$ cat src/include/evs_defs.svh
`ifndef EVS_DEFS_SVH
`define EVS_DEFS_SVH

// ----------------------------------------------------------------------
// Register indices (byte address is four times the index)
// ----------------------------------------------------------------------
`define EVS_IDX_STACK_PTR    16'hff00
`define EVS_IDX_STATUS       16'hff01
`define EVS_IDX_BLOCK_PROT   16'hffcf
`define EVS_IDX_MASK_OPTION  16'hffd0
`define EVS_IDX_WDOG_CLEAR   16'hffff

// ----------------------------------------------------------------------
// Vector table
// ----------------------------------------------------------------------
`define EVS_VEC_FIRST        16'hffdc
`define EVS_VEC_BYTES        36
`define EVS_VEC_ADC          16'hffde
`define EVS_VEC_KBD          16'hffe0
`define EVS_VEC_SER_TX       16'hffe2
`define EVS_VEC_SER_RX       16'hffe4
`define EVS_VEC_SER_ERR      16'hffe6
`define EVS_VEC_T2_OVF       16'hffec
`define EVS_VEC_T2_CH1       16'hffee
`define EVS_VEC_T2_CH0       16'hfff0
`define EVS_VEC_T1_OVF       16'hfff2
`define EVS_VEC_T1_CH1       16'hfff4
`define EVS_VEC_T1_CH0       16'hfff6
`define EVS_VEC_EXT_REQ      16'hfffa
`define EVS_VEC_SOFT         16'hfffc
`define EVS_FLAGS_USED       16'hf9fa

// ----------------------------------------------------------------------
// Stack and non-volatile defaults
// ----------------------------------------------------------------------
`define EVS_SP_RESET         16'h00ff
`define EVS_ENTRY_BYTES      3'h5
`define EVS_CALL_BYTES       3'h2
`define EVS_NV_BLANK         8'hff
`define EVS_RESP_OKAY        2'h0
`define EVS_RESP_SLVERR      2'h2

`endif

$ cat src/include/evs_pkg.sv
package evs_pkg;

   typedef enum logic [1:0] {
      EVS_IDLE   = 2'b00,
      EVS_PUSH   = 2'b01,
      EVS_VEC_HI = 2'b11,
      EVS_VEC_LO = 2'b10
   } evs_state_type;

endpackage

$ cat src/hdl/evs_exception_unit.sv
// Local design decision: the AXI4-Lite register port.
`timescale 1ns/100ps
`include "evs_defs.svh"
module evs_exception_unit #(
   parameter int ADDR_W = 18
) (
   input  wire logic        MCLK_I,
   input  wire logic        RESET_N_I,
   input  wire logic [17:0] AWADDR_I,
   input  wire logic        AWVALID_I,
   output logic             AWREADY_O,
   input  wire logic [31:0] WDATA_I,
   input  wire logic [3:0]  WSTRB_I,
   input  wire logic        WVALID_I,
   output logic             WREADY_O,
   output logic [1:0]       BRESP_O,
   output logic             BVALID_O,
   input  wire logic        BREADY_I,
   input  wire logic [17:0] ARADDR_I,
   input  wire logic        ARVALID_I,
   output logic             ARREADY_O,
   output logic [31:0]      RDATA_O,
   output logic [1:0]       RRESP_O,
   output logic             RVALID_O,
   input  wire logic        RREADY_I,
   input  wire logic [15:0] PENDING_FLAG_I,
   input  wire logic        ENTRY_REQ_I,
   input  wire logic        SOFTWARE_INTERRUPT_INSTRUCTION_I,
   input  wire logic        CALL_I,
   input  wire logic [15:0] RETURN_ADDR_I,
   input  wire logic        PULL_I,
   input  wire logic [15:0] CPU_PC_I,
   input  wire logic [7:0]  CPU_X_I,
   input  wire logic [7:0]  CPU_A_I,
   input  wire logic [7:0]  CPU_CCR_I,
   input  wire logic        NVM_WE_I,
   input  wire logic [15:0] NVM_ADDR_I,
   input  wire logic [7:0]  NVM_DATA_I,
   output logic             IRQ_PENDING_O,
   output logic             BUSY_O,
   output logic             STACK_WE_O,
   output logic [15:0]      STACK_ADDR_O,
   output logic [7:0]       STACK_DATA_O,
   output logic [15:0]      VECTOR_O,
   output logic             ENTRY_DONE_O,
   output logic [15:0]      STACK_PTR_O,
   output logic             WATCHDOG_COUNTER_CLR_O,
   output logic [7:0]       OSCILLATOR_SELECT_O,
   output logic [7:0]       BLOCK_PROTECT_O
);

   // -------------------------------------------------------------------
   // Elaboration check
   // -------------------------------------------------------------------
   if (ADDR_W != 18) begin : g_bad_addr
      $error("ADDR_W must be 18 to reach every register index.");
   end

   // -------------------------------------------------------------------
   // Non-volatile storage
   // -------------------------------------------------------------------
   // These bytes carry no reset: they model flash cells, so they keep
   // their value through RESET_N_I and start out blank.
   logic [7:0] vec_mem [0:`EVS_VEC_BYTES-1] = '{default: `EVS_NV_BLANK};
   logic [7:0] block_protect_byte = `EVS_NV_BLANK;
   logic [7:0] mask_option_byte   = `EVS_NV_BLANK;

   always_ff @(posedge MCLK_I) begin
      if (NVM_WE_I) begin
         if (NVM_ADDR_I == `EVS_IDX_BLOCK_PROT) begin
            block_protect_byte <= NVM_DATA_I;
         end
         if (NVM_ADDR_I == `EVS_IDX_MASK_OPTION) begin
            mask_option_byte <= NVM_DATA_I;
         end
         if (NVM_ADDR_I >= `EVS_VEC_FIRST) begin
            vec_mem[vec_index(NVM_ADDR_I)] <= NVM_DATA_I;
         end
      end
   end

   assign OSCILLATOR_SELECT_O = mask_option_byte;
   assign BLOCK_PROTECT_O     = block_protect_byte;

   function automatic logic [5:0] vec_index(input logic [15:0] addr);
      logic [15:0] diff;
      diff = addr - `EVS_VEC_FIRST;
      return diff[5:0];
   endfunction

   // -------------------------------------------------------------------
   // Source priority and vector map
   // -------------------------------------------------------------------
   // Source code 0 stands for the software interrupt instruction.
   function automatic logic [15:0] vec_base(input logic [3:0] src);
      logic [15:0] base;
      base = `EVS_VEC_SOFT;
      unique case (src)
         4'hf:    base = `EVS_VEC_ADC;
         4'he:    base = `EVS_VEC_KBD;
         4'hd:    base = `EVS_VEC_SER_TX;
         4'hc:    base = `EVS_VEC_SER_RX;
         4'hb:    base = `EVS_VEC_SER_ERR;
         4'h8:    base = `EVS_VEC_T2_OVF;
         4'h7:    base = `EVS_VEC_T2_CH1;
         4'h6:    base = `EVS_VEC_T2_CH0;
         4'h5:    base = `EVS_VEC_T1_OVF;
         4'h4:    base = `EVS_VEC_T1_CH1;
         4'h3:    base = `EVS_VEC_T1_CH0;
         4'h1:    base = `EVS_VEC_EXT_REQ;
         default: base = `EVS_VEC_SOFT;
      endcase
      return base;
   endfunction

   logic [15:0] pend_used;
   logic [3:0]  sel_src;
   logic        any_pend;

   assign pend_used = PENDING_FLAG_I & `EVS_FLAGS_USED;
   assign any_pend  = |pend_used;

   // The loop runs from the lowest rank upward so that the smallest
   // flag number, which ranks highest, is the one left standing.
   always_comb begin
      sel_src = 4'h0;
      for (int i = 15; i >= 1; i--) begin
         if (pend_used[i]) begin
            sel_src = 4'(i);
         end
      end
   end

   // -------------------------------------------------------------------
   // Entry and call sequencer
   // -------------------------------------------------------------------
   evs_pkg::evs_state_type state_q;
   logic [39:0] frame_q;
   logic [2:0]  count_q;
   logic        entry_q;
   logic [15:0] base_q;
   logic [15:0] sp_q;
   logic [7:0]  vec_hi_q;
   logic        sp_wr;
   logic [15:0] sp_wr_val;

   assign BUSY_O      = (state_q != evs_pkg::EVS_IDLE);
   assign STACK_PTR_O = sp_q;

   always_ff @(posedge MCLK_I) begin
      if (!RESET_N_I) begin
         state_q <= evs_pkg::EVS_IDLE;
         frame_q <= 40'h0;
         count_q <= 3'h0;
         entry_q <= 1'b0;
         base_q  <= 16'h0;
      end else begin
         unique case (state_q)
            evs_pkg::EVS_IDLE: begin
               if (SOFTWARE_INTERRUPT_INSTRUCTION_I ||
                   (ENTRY_REQ_I && any_pend)) begin
                  // Upper index byte is left off the frame.
                  frame_q <= {CPU_PC_I[7:0], CPU_PC_I[15:8], CPU_X_I,
                              CPU_A_I, CPU_CCR_I};
                  count_q <= `EVS_ENTRY_BYTES;
                  entry_q <= 1'b1;
                  base_q  <= SOFTWARE_INTERRUPT_INSTRUCTION_I ?
                             `EVS_VEC_SOFT : vec_base(sel_src);
                  state_q <= evs_pkg::EVS_PUSH;
               end else if (CALL_I) begin
                  frame_q <= {RETURN_ADDR_I[7:0], RETURN_ADDR_I[15:8],
                              24'h0};
                  count_q <= `EVS_CALL_BYTES;
                  entry_q <= 1'b0;
                  state_q <= evs_pkg::EVS_PUSH;
               end
            end
            evs_pkg::EVS_PUSH: begin
               frame_q <= {frame_q[31:0], 8'h0};
               count_q <= count_q - 3'h1;
               if (count_q == 3'h1) begin
                  state_q <= entry_q ? evs_pkg::EVS_VEC_HI
                                     : evs_pkg::EVS_IDLE;
               end
            end
            evs_pkg::EVS_VEC_HI: begin
               state_q <= evs_pkg::EVS_VEC_LO;
            end
            evs_pkg::EVS_VEC_LO: begin
               state_q <= evs_pkg::EVS_IDLE;
            end
         endcase
      end
   end

   // -------------------------------------------------------------------
   // Vector fetch
   // -------------------------------------------------------------------
   always_ff @(posedge MCLK_I) begin
      if (!RESET_N_I) begin
         vec_hi_q     <= 8'h0;
         VECTOR_O     <= 16'h0;
         ENTRY_DONE_O <= 1'b0;
      end else begin
         ENTRY_DONE_O <= 1'b0;
         if (state_q == evs_pkg::EVS_VEC_HI) begin
            vec_hi_q <= vec_mem[vec_index(base_q)];
         end
         if (state_q == evs_pkg::EVS_VEC_LO) begin
            VECTOR_O     <= {vec_hi_q,
                             vec_mem[vec_index(base_q + 16'h1)]};
            ENTRY_DONE_O <= 1'b1;
         end
      end
   end

   // -------------------------------------------------------------------
   // Stack pointer and stack writes
   // -------------------------------------------------------------------
   // A push or pull in the same cycle as a software write wins, so the
   // stack never loses track of bytes already moved.
   always_ff @(posedge MCLK_I) begin
      if (!RESET_N_I) begin
         sp_q         <= `EVS_SP_RESET;
         STACK_WE_O   <= 1'b0;
         STACK_ADDR_O <= 16'h0;
         STACK_DATA_O <= 8'h0;
      end else begin
         STACK_WE_O <= 1'b0;
         if (state_q == evs_pkg::EVS_PUSH) begin
            STACK_WE_O   <= 1'b1;
            STACK_ADDR_O <= sp_q;
            STACK_DATA_O <= frame_q[39:32];
            sp_q         <= sp_q - 16'h1;
         end else if (state_q == evs_pkg::EVS_IDLE && PULL_I &&
                      !CALL_I && !(ENTRY_REQ_I && any_pend) &&
                      !SOFTWARE_INTERRUPT_INSTRUCTION_I) begin
            sp_q <= sp_q + 16'h1;
         end else if (sp_wr) begin
            // No range check: placement inside RAM is up to software.
            sp_q <= sp_wr_val;
         end
      end
   end

   always_ff @(posedge MCLK_I) begin
      if (!RESET_N_I) begin
         IRQ_PENDING_O <= 1'b0;
      end else begin
         IRQ_PENDING_O <= any_pend;
      end
   end

   // -------------------------------------------------------------------
   // AXI4-Lite write channel
   // -------------------------------------------------------------------
   logic        aw_held_q;
   logic        w_held_q;
   logic [15:0] aw_idx_q;
   logic [31:0] wdata_q;
   logic [3:0]  wstrb_q;
   logic        do_write;
   logic        wr_mapped;

   assign AWREADY_O = !aw_held_q && !BVALID_O;
   assign WREADY_O  = !w_held_q && !BVALID_O;
   assign do_write  = aw_held_q && w_held_q && !BVALID_O;
   assign wr_mapped = (aw_idx_q == `EVS_IDX_STACK_PTR) ||
                      (aw_idx_q == `EVS_IDX_STATUS) ||
                      (aw_idx_q == `EVS_IDX_BLOCK_PROT) ||
                      (aw_idx_q == `EVS_IDX_MASK_OPTION) ||
                      (aw_idx_q >= `EVS_VEC_FIRST);
   assign sp_wr     = do_write && (aw_idx_q == `EVS_IDX_STACK_PTR);
   assign sp_wr_val = {wstrb_q[1] ? wdata_q[15:8] : sp_q[15:8],
                       wstrb_q[0] ? wdata_q[7:0]  : sp_q[7:0]};

   always_ff @(posedge MCLK_I) begin
      if (!RESET_N_I) begin
         aw_held_q <= 1'b0;
         w_held_q  <= 1'b0;
         aw_idx_q  <= 16'h0;
         wdata_q   <= 32'h0;
         wstrb_q   <= 4'h0;
         BVALID_O  <= 1'b0;
         BRESP_O   <= `EVS_RESP_OKAY;
         WATCHDOG_COUNTER_CLR_O <= 1'b0;
      end else begin
         WATCHDOG_COUNTER_CLR_O <= 1'b0;
         if (AWVALID_I && AWREADY_O) begin
            aw_held_q <= 1'b1;
            aw_idx_q  <= AWADDR_I[17:2];
         end
         if (WVALID_I && WREADY_O) begin
            w_held_q <= 1'b1;
            wdata_q  <= WDATA_I;
            wstrb_q  <= WSTRB_I;
         end
         if (do_write) begin
            aw_held_q <= 1'b0;
            w_held_q  <= 1'b0;
            BVALID_O  <= 1'b1;
            BRESP_O   <= wr_mapped ? `EVS_RESP_OKAY : `EVS_RESP_SLVERR;
            // Any value clears the counter; nothing is stored.
            if (aw_idx_q == `EVS_IDX_WDOG_CLEAR) begin
               WATCHDOG_COUNTER_CLR_O <= 1'b1;
            end
         end else if (BVALID_O && BREADY_I) begin
            BVALID_O <= 1'b0;
         end
      end
   end

   // -------------------------------------------------------------------
   // AXI4-Lite read channel
   // -------------------------------------------------------------------
   logic [15:0] ar_idx;

   assign ARREADY_O = !RVALID_O;
   assign ar_idx    = ARADDR_I[17:2];

   always_ff @(posedge MCLK_I) begin
      if (!RESET_N_I) begin
         RVALID_O <= 1'b0;
         RDATA_O  <= 32'h0;
         RRESP_O  <= `EVS_RESP_OKAY;
      end else begin
         if (ARVALID_I && ARREADY_O) begin
            RVALID_O <= 1'b1;
            RRESP_O  <= `EVS_RESP_OKAY;
            RDATA_O  <= 32'h0;
            if (ar_idx == `EVS_IDX_STACK_PTR) begin
               RDATA_O <= {16'h0, sp_q};
            end else if (ar_idx == `EVS_IDX_STATUS) begin
               RDATA_O <= {15'h0, BUSY_O, pend_used};
            end else if (ar_idx == `EVS_IDX_BLOCK_PROT) begin
               RDATA_O <= {24'h0, block_protect_byte};
            end else if (ar_idx == `EVS_IDX_MASK_OPTION) begin
               RDATA_O <= {24'h0, mask_option_byte};
            end else if (ar_idx >= `EVS_VEC_FIRST) begin
               // The watchdog index reads back the reset vector low.
               RDATA_O <= {24'h0, vec_mem[vec_index(ar_idx)]};
            end else begin
               RRESP_O <= `EVS_RESP_SLVERR;
            end
         end else if (RVALID_O && RREADY_I) begin
            RVALID_O <= 1'b0;
         end
      end
   end

endmodule

$ cat config.mk
export PLATFORM = sky130hd
export DESIGN_NAME = evs_exception_unit
export DESIGN_NICKNAME = d
export VERILOG_FILES = /design/src/include/evs_pkg.sv /design/src/hdl/evs_exception_unit.sv
export VERILOG_INCLUDE_DIRS = /design/src /design/src/include
export SDC_FILE = /design/constraint.sdc
export NUM_CORES = 1
export LEC_CHECK = 0
export BUFFER_PORTS_ARGS = -buffer_cell sky130_fd_sc_hd__buf_2
export CORE_UTILIZATION = 40
export CTS_CLUSTER_SIZE = 40
export DETAILED_ROUTE_END_ITERATION = 10
export PLACE_DENSITY_LB_ADDON = 0.3
export SETUP_SLACK_MARGIN = 0.15
export SLEW_MARGIN = 20
export SYNTH_ARGS = -nofsm -noshare
export SYNTH_HDL_FRONTEND = slang
export SYNTH_SLANG_ARGS = --single-unit
$ cat constraint.sdc
create_clock -name MCLK_I -period 3.4 [get_ports MCLK_I]
set_input_delay 1.02 -clock MCLK_I [delete_from_list [all_inputs] [get_ports MCLK_I]]
set_output_delay 1.02 -clock MCLK_I [all_outputs]
set_load 0.005 [all_outputs]
### Word-level counts from Yosys, hierarchy flattened

Memories as Yosys holds them, arrays and structs flattened. A register that Yosys moved wholly into a read port is not among the register bits.
Cells that the tools add are included.

| storage, ports and cells | value |
|---|---|
| register bits | 202 |
| bits in latches | 0 |
| bits in writable memories | 288 |
| bits in read-only memories | 80 |
| input bits | 180 |
| output and inout bits | 118 |
| memories kept | 2 |

Memories:

| name | depth | bits a word | read ports | clocked after Yosys merged registers in | wr ports | line | text |
|---|---|---|---|---|---|---|---|
| vec_mem | 36 | 8 | 3 | 2 | 1 | evs_exception_unit.sv:64 | `` logic [7:0] vec_mem [0:`EVS_VEC_BYTES-1] = '{default: `EVS_NV_BLANK}; `` |
| (name not given) | 16 | 5 | 1 | 0 | 0 | evs_exception_unit.sv:98 | `unique case (src)` |

| cells by class | value |
|---|---|
| $add $sub $neg | 8 |
| multiply operators | 0 |
| div/mod/pow operators | 0 |
| magnitude comparators | 3 |
| equality and inequality tests | 17 |
| shift operators | 0 |
| multiplexer cells | 52 |
| bitwise gates (word level) | 1 |
| reduce and logical (&&, ||, !) cells | 49 |

Operator list:

| kind | count |
|---|---|
| $eq 16x16->1 const B | 11 |
| $mux 40 | 2 |
| $pmux 40 s2 | 1 |
| $ge 16x16->1 const B | 3 |
| $mux 16 | 3 |
| $mux 4 | 12 |
| $mux 8 | 5 |
| $mux 17 | 2 |
| $sub 6x5->6 const B | 4 |
| $mux 2 | 10 |
| $reduce_and 2->1 | 9 |
| $add 16x1->16 const B | 1 |
| $sub 16x1->16 const B | 1 |
| $logic_and 1x1->1 | 15 |
| $mux 1 | 12 |
| $reduce_or 12->1 | 1 |
| $reduce_bool 2->1 | 5 |
| $logic_not 1->1 | 9 |
| $reduce_bool 3->1 | 3 |
| $pmux 2 s4 | 1 |
| $add 6x1->6 const B | 1 |
| $mux 3 | 2 |
| $mux 6 | 1 |
| $pmux 3 s2 | 1 |
| 10 further kinds | 15 |

### Longest topological paths before layout

An unclocked memory read counts as a cell.

| logic depth | value |
|---|---|
| word-level depth | 14 |
| depth in mapped cells | 12 |

### Worst setup path after synthesis

No wires, ideal clock.

| timing path | value |
|---|---|
| kind | input port to flip-flop |
| from | input port ARADDR_I[4] |
| to | register RDATA_O[4] |
| data arrival time | 3.269 ns |
| data required time | 3.285 ns |
| slack | 0.016 ns |
| cell stages on the path | 12 |
| buffers on the path | 4 |
| path through | buf_2 > buf_1 > inv_1 > ha_1 > clkbuf_1 > clkbuf_1 > nor2b_1 > a22oi_1 > nand2_1 > o22ai_1 > o211ai_1 > and3_1 |

| on the way | value |
|---|---|
| word-level cells in the longest chain between the ends | 7 |
| elaborated cells between the ends (all ways) | 12 |

Ends and longest elaborated chain:

| item | line | text |
|---|---|---|
| start: declaration | evs_exception_unit.sv:19 | `input wire logic [17:0] ARADDR_I,` |
| $sub 6x5->6 (no line) | n/a |  |
| $mem_v2 36x8 | n/a |  |
| $mux 8 | evs_exception_unit.sv:339 | `` end else if (ar_idx >= `EVS_VEC_FIRST) begin `` |
| $mux 8 | evs_exception_unit.sv:337 | `` end else if (ar_idx == `EVS_IDX_MASK_OPTION) begin `` |
| $mux 8 | evs_exception_unit.sv:335 | `` end else if (ar_idx == `EVS_IDX_BLOCK_PROT) begin `` |
| $mux 17 | evs_exception_unit.sv:333 | `` end else if (ar_idx == `EVS_IDX_STATUS) begin `` |
| $mux 17 * | evs_exception_unit.sv:331 | `` if (ar_idx == `EVS_IDX_STACK_PTR) begin `` |
| end signal: assignment | evs_exception_unit.sv:332 | `RDATA_O <= {16'h0, sp_q};` |
| end signal: assignment | evs_exception_unit.sv:334 | `RDATA_O <= {15'h0, BUSY_O, pend_used};` |
| end signal: assignment | evs_exception_unit.sv:336 | `RDATA_O <= {24'h0, block_protect_byte};` |
| end: declaration | evs_exception_unit.sv:22 | `output logic [31:0] RDATA_O,` |

Mark *: on every way between the ends. The rest lies on a longest branch, timed or not.
A chain may end at the register's enable or synchronous reset.

### Final worst setup path

| timing path | value |
|---|---|
| from | register state_q[1] |
| to | output port BUSY_O |

| on the way | value |
|---|---|
| word-level cells in the longest chain between the ends | 1 |

Ends and longest elaborated chain:

| item | line | text |
|---|---|---|
| start: declaration | evs_exception_unit.sv:137 | `evs_pkg::evs_state_type state_q;` |
| start signal: assignment | evs_exception_unit.sv:152 | `state_q <= evs_pkg::EVS_IDLE;` |
| start signal: assignment | evs_exception_unit.sv:169 | `state_q <= evs_pkg::EVS_PUSH;` |
| start signal: assignment | evs_exception_unit.sv:175 | `state_q <= evs_pkg::EVS_PUSH;` |
| $reduce_bool 2->1 | evs_exception_unit.sv:147 | `assign BUSY_O = (state_q != evs_pkg::EVS_IDLE);` |
| end: declaration | evs_exception_unit.sv:40 | `output logic BUSY_O,` |

Every way passes these cells.

==> flow_metrics.env <==
export IMPL_drv_slew=0
export IMPL_syn_instance_count=1833
export IMPL_tritoncts="done"
export IMPL_top_layer_used="met5"
export IMPL_port_buffers=254
export IMPL_fp_row_count=86
export IMPL_drive_above_1_share=0.293
export IMPL_grt_pass1_vias=16500
export IMPL_place_gp_congestion=0.933
export IMPL_arrival_ns=1.74
export IMPL_viasPerCell=5.81
export IMPL_fp_dieH_um=239
export IMPL_synth_area_mux_share=0.174
export IMPL_min_path_type="reg -> reg"
export IMPL_cts_htree_levels=2
export IMPL_p_per_area_mw_per_mm2=521
export IMPL_fin_skew_ns=0.0182
export IMPL_grt_antenna_before_repair=2
export IMPL_ios=298
export IMPL_slowest_delay_ns=0.61
export IMPL_hold_buffers=0
export IMPL_wl_per_cell_um=23.7
export IMPL_vias=16800
export IMPL_place_inst=2804
export IMPL_yosys_area_top_type="edfxtp_1"
export IMPL_dieWidth_um=239
export IMPL_synth_xor_area_share=0.00388
export IMPL_fmax_ghz=0.362
export IMPL_core_mm2=0.0554
export IMPL_fin_nets=2301
export IMPL_grtUsageTotal=0.240
export IMPL_p_leak_nw=9.60
export IMPL_synth_adder_area_share=0.00666
export IMPL_crit_type="reg -> out"
export IMPL_yosysUniqueCellTypes=78
export IMPL_status="completed"
export IMPL_grt_overflow=0
export IMPL_fin_util=0.483
export IMPL_cpMaxStageDelayCell="dfxtp_1"
export IMPL_drc=0
export IMPL_fin_cells=2901
export IMPL_wl_um=68800
export IMPL_synth_area_top_cells="edfxtp_1 (40%), dfxtp_1 (16%), mux4_2 (16%), nand2_1 (4.2%), a21oi_1 (3.9%)"
export IMPL_grt_max_degree=57
export IMPL_yosys_area_top_type_share=0.405
export IMPL_worstPathRequired_ns=2.38
export IMPL_tightest_slew_ns=1.03
export IMPL_layout_min_cycle_time_ns=2.76
export IMPL_met1_length_um=27400
export IMPL_areaGrowthSynthToFinish_pct=18.7
export IMPL_maxCapViolCount=0
export IMPL_start_util=0.407
export IMPL_cts_resized_gates=0
export IMPL_hold_slack_ns=0.450
export IMPL_post_cts_buffers=0
export IMPL_setup_tns_ns=0
export IMPL_synth_top_family_by_area="multiplexers"
export IMPL_met2WireLength_um=33200
export IMPL_final_cell_mix="edfxtp_1 (304), nand2_1 (253), buf_2 (253)"
export IMPL_cts_root_buf="clkbuf_16"
export IMPL_synthSimpleGateAreaFrac=0.120
export IMPL_ant_nets=0
export IMPL_drtIter0Drc=1619
export IMPL_setup_violations=0
export IMPL_cts_sinks=480
export IMPL_synth_warnings=0
export IMPL_synthArstFlopShare=0
export IMPL_clk_pin_slew_worst_paths_ns=0.06
export IMPL_grt_pass1_wl_um=102000
export IMPL_clk_latency_ns=0.60
export IMPL_yosysSeqAreaShare=0.561
export IMPL_dp_hpwl_um=49300
export IMPL_dieArea_mm2=0.0573
export IMPL_synth_area_mm2=0.0226
export IMPL_startpoint_type="flop"
export IMPL_maxSlewHeadroom=0.310
export IMPL_cts_made_buffers=51
export IMPL_synth_compound_area_frac=0.0981
export IMPL_endpoint_kind="output pin"
export IMPL_hold_viol=0
export IMPL_max_vdd_ir_drop_mv=0.319
export IMPL_clockBufferDepth=3
export IMPL_worstPathMaxFanout=12
export IMPL_rsz0062_at_grt="no"
export IMPL_ys_ff_latch=480
export IMPL_syn_avg_cell_area_um2=12.3
export IMPL_final_common_cell="edfxtp_1"
export IMPL_fin_crit_sh=0.813
export IMPL_dr_wl_met3_um=5760
export IMPL_cp_cell_sequence="nor2_1, inv_1, buf_4, buf_2"
export IMPL_synth_edf_count=304
export IMPL_synth_main_ff_cell="edfxtp_1"
export IMPL_firstDrtPassIters=6
-- report_power, final --
part / internal [mW] / total (mW) / switching (mW) / leakage [nW]
Clock: 3.35 / 5.66 / 2.32 / 0.837
Combinational: 0.752 / 1.81 / 1.06 / 4.59
Sequential: 6.33 / 6.48 / 0.153 / 4.17
Total: 10.4 / 13.9 / 3.52 / 9.60
-- path summary, 6_finish.rpt --
path	from	end	slack, ns	cells past startpoint
worst max-delay path	state_q[1]	BUSY_O	0.64	4
worst min-delay path	STACK_DATA_O[1]	STACK_DATA_O[1]	0.45	2
worst max register to register	base_q[1]	VECTOR_O[2]	0.81	5
worst min register to register	STACK_DATA_O[1]	STACK_DATA_O[1]	0.45	2
-- metal layers --
| metal | up-vias | global-route usage |
|---|---|---|
| met5 | - | 0 |
| met4 | 2 | 0.0932 |
| met3 | 126 | 0.0418 |
| met2 | 808 | 0.398 |
| met1 | 8399 | 0.313 |
| li1 | 7513 | - |
-- registers in the layout, indices dropped and copies added (netlist names), 2 cells and up --
register	cells
vec_mem	288
frame_q	40
RDATA_O	17
STACK_ADDR_O	16
STACK_PTR_O	16
VECTOR_O	16
aw_idx_q	16
wdata_q	16
BLOCK_PROTECT_O	8
OSCILLATOR_SELECT_O	8
STACK_DATA_O	8
vec_hi_q	8
base_q	5
count_q	3
state_q	2
wstrb_q	2
-- through the flow --
step	area (um2)	worst slack (ns)	power [mW]
finish	26800	0.635	13.9
global route	26800	0.528	14.4
CTS	26800	0.623	14.0
detailed placement	25100	0.0869	8.39
global placement	25100	0.105	8.35
floorplan	22600	0.198	7.69
-- area by class of cell --
type | instances | area (um2)
Clock buffer | 72 | 1490
Sequential cell | 480 | 12700
Clock inverter | 23 | 220
Fill cell | 4862 | 28700
Tap cell | 748 | 936
Antenna cell | 2 | 5.00
Multi-Input combinational cell | 1192 | 9180
Timing Repair Buffer | 362 | 2200
Inverter | 22 | 85.1
-- worst max-delay path, delay by kind of cell, from the launching register on --
family | cells | cell delay, ns
and+or+nand+nor | 1 | 0.16
buffers and inverters | 3 | 0.38
DFF | 1 | 0.61
-- synthesized netlist by cell type (5+ instances only) --
library cell	number
a211oi_1	5
a21oi_1	176
a221oi_1	20
a22o_1	10
a22oi_1	17
a31oi_1	6
and2_1	8
and3_1	6
buf_1	16
buf_2	24
buf_4	28
clkbuf_1	84
dfxtp_1	176
edfxtp_1	304
ha_1	12
inv_1	22
mux2_2	11
mux2i_1	28
mux4_2	156
nand2_1	253
nand2b_1	11
nand3_1	65
nand4_1	14
nor2_1	135
nor2b_1	12
nor3_1	40
nor3b_1	6
nor4_1	10
o211ai_1	8
o21ai_0	64
o221ai_1	8
o22ai_1	9
xnor2_1	6
-- logic make-up after synthesis --
logic type / count (synthesis)
simple gates: 592
flops: 480
compound gates: 366
mux: 195
buf+inv: 177
fa+ha+maj: 12
xor+xnor: 10
other cells: 1
(Power assumes the default switching activity.)
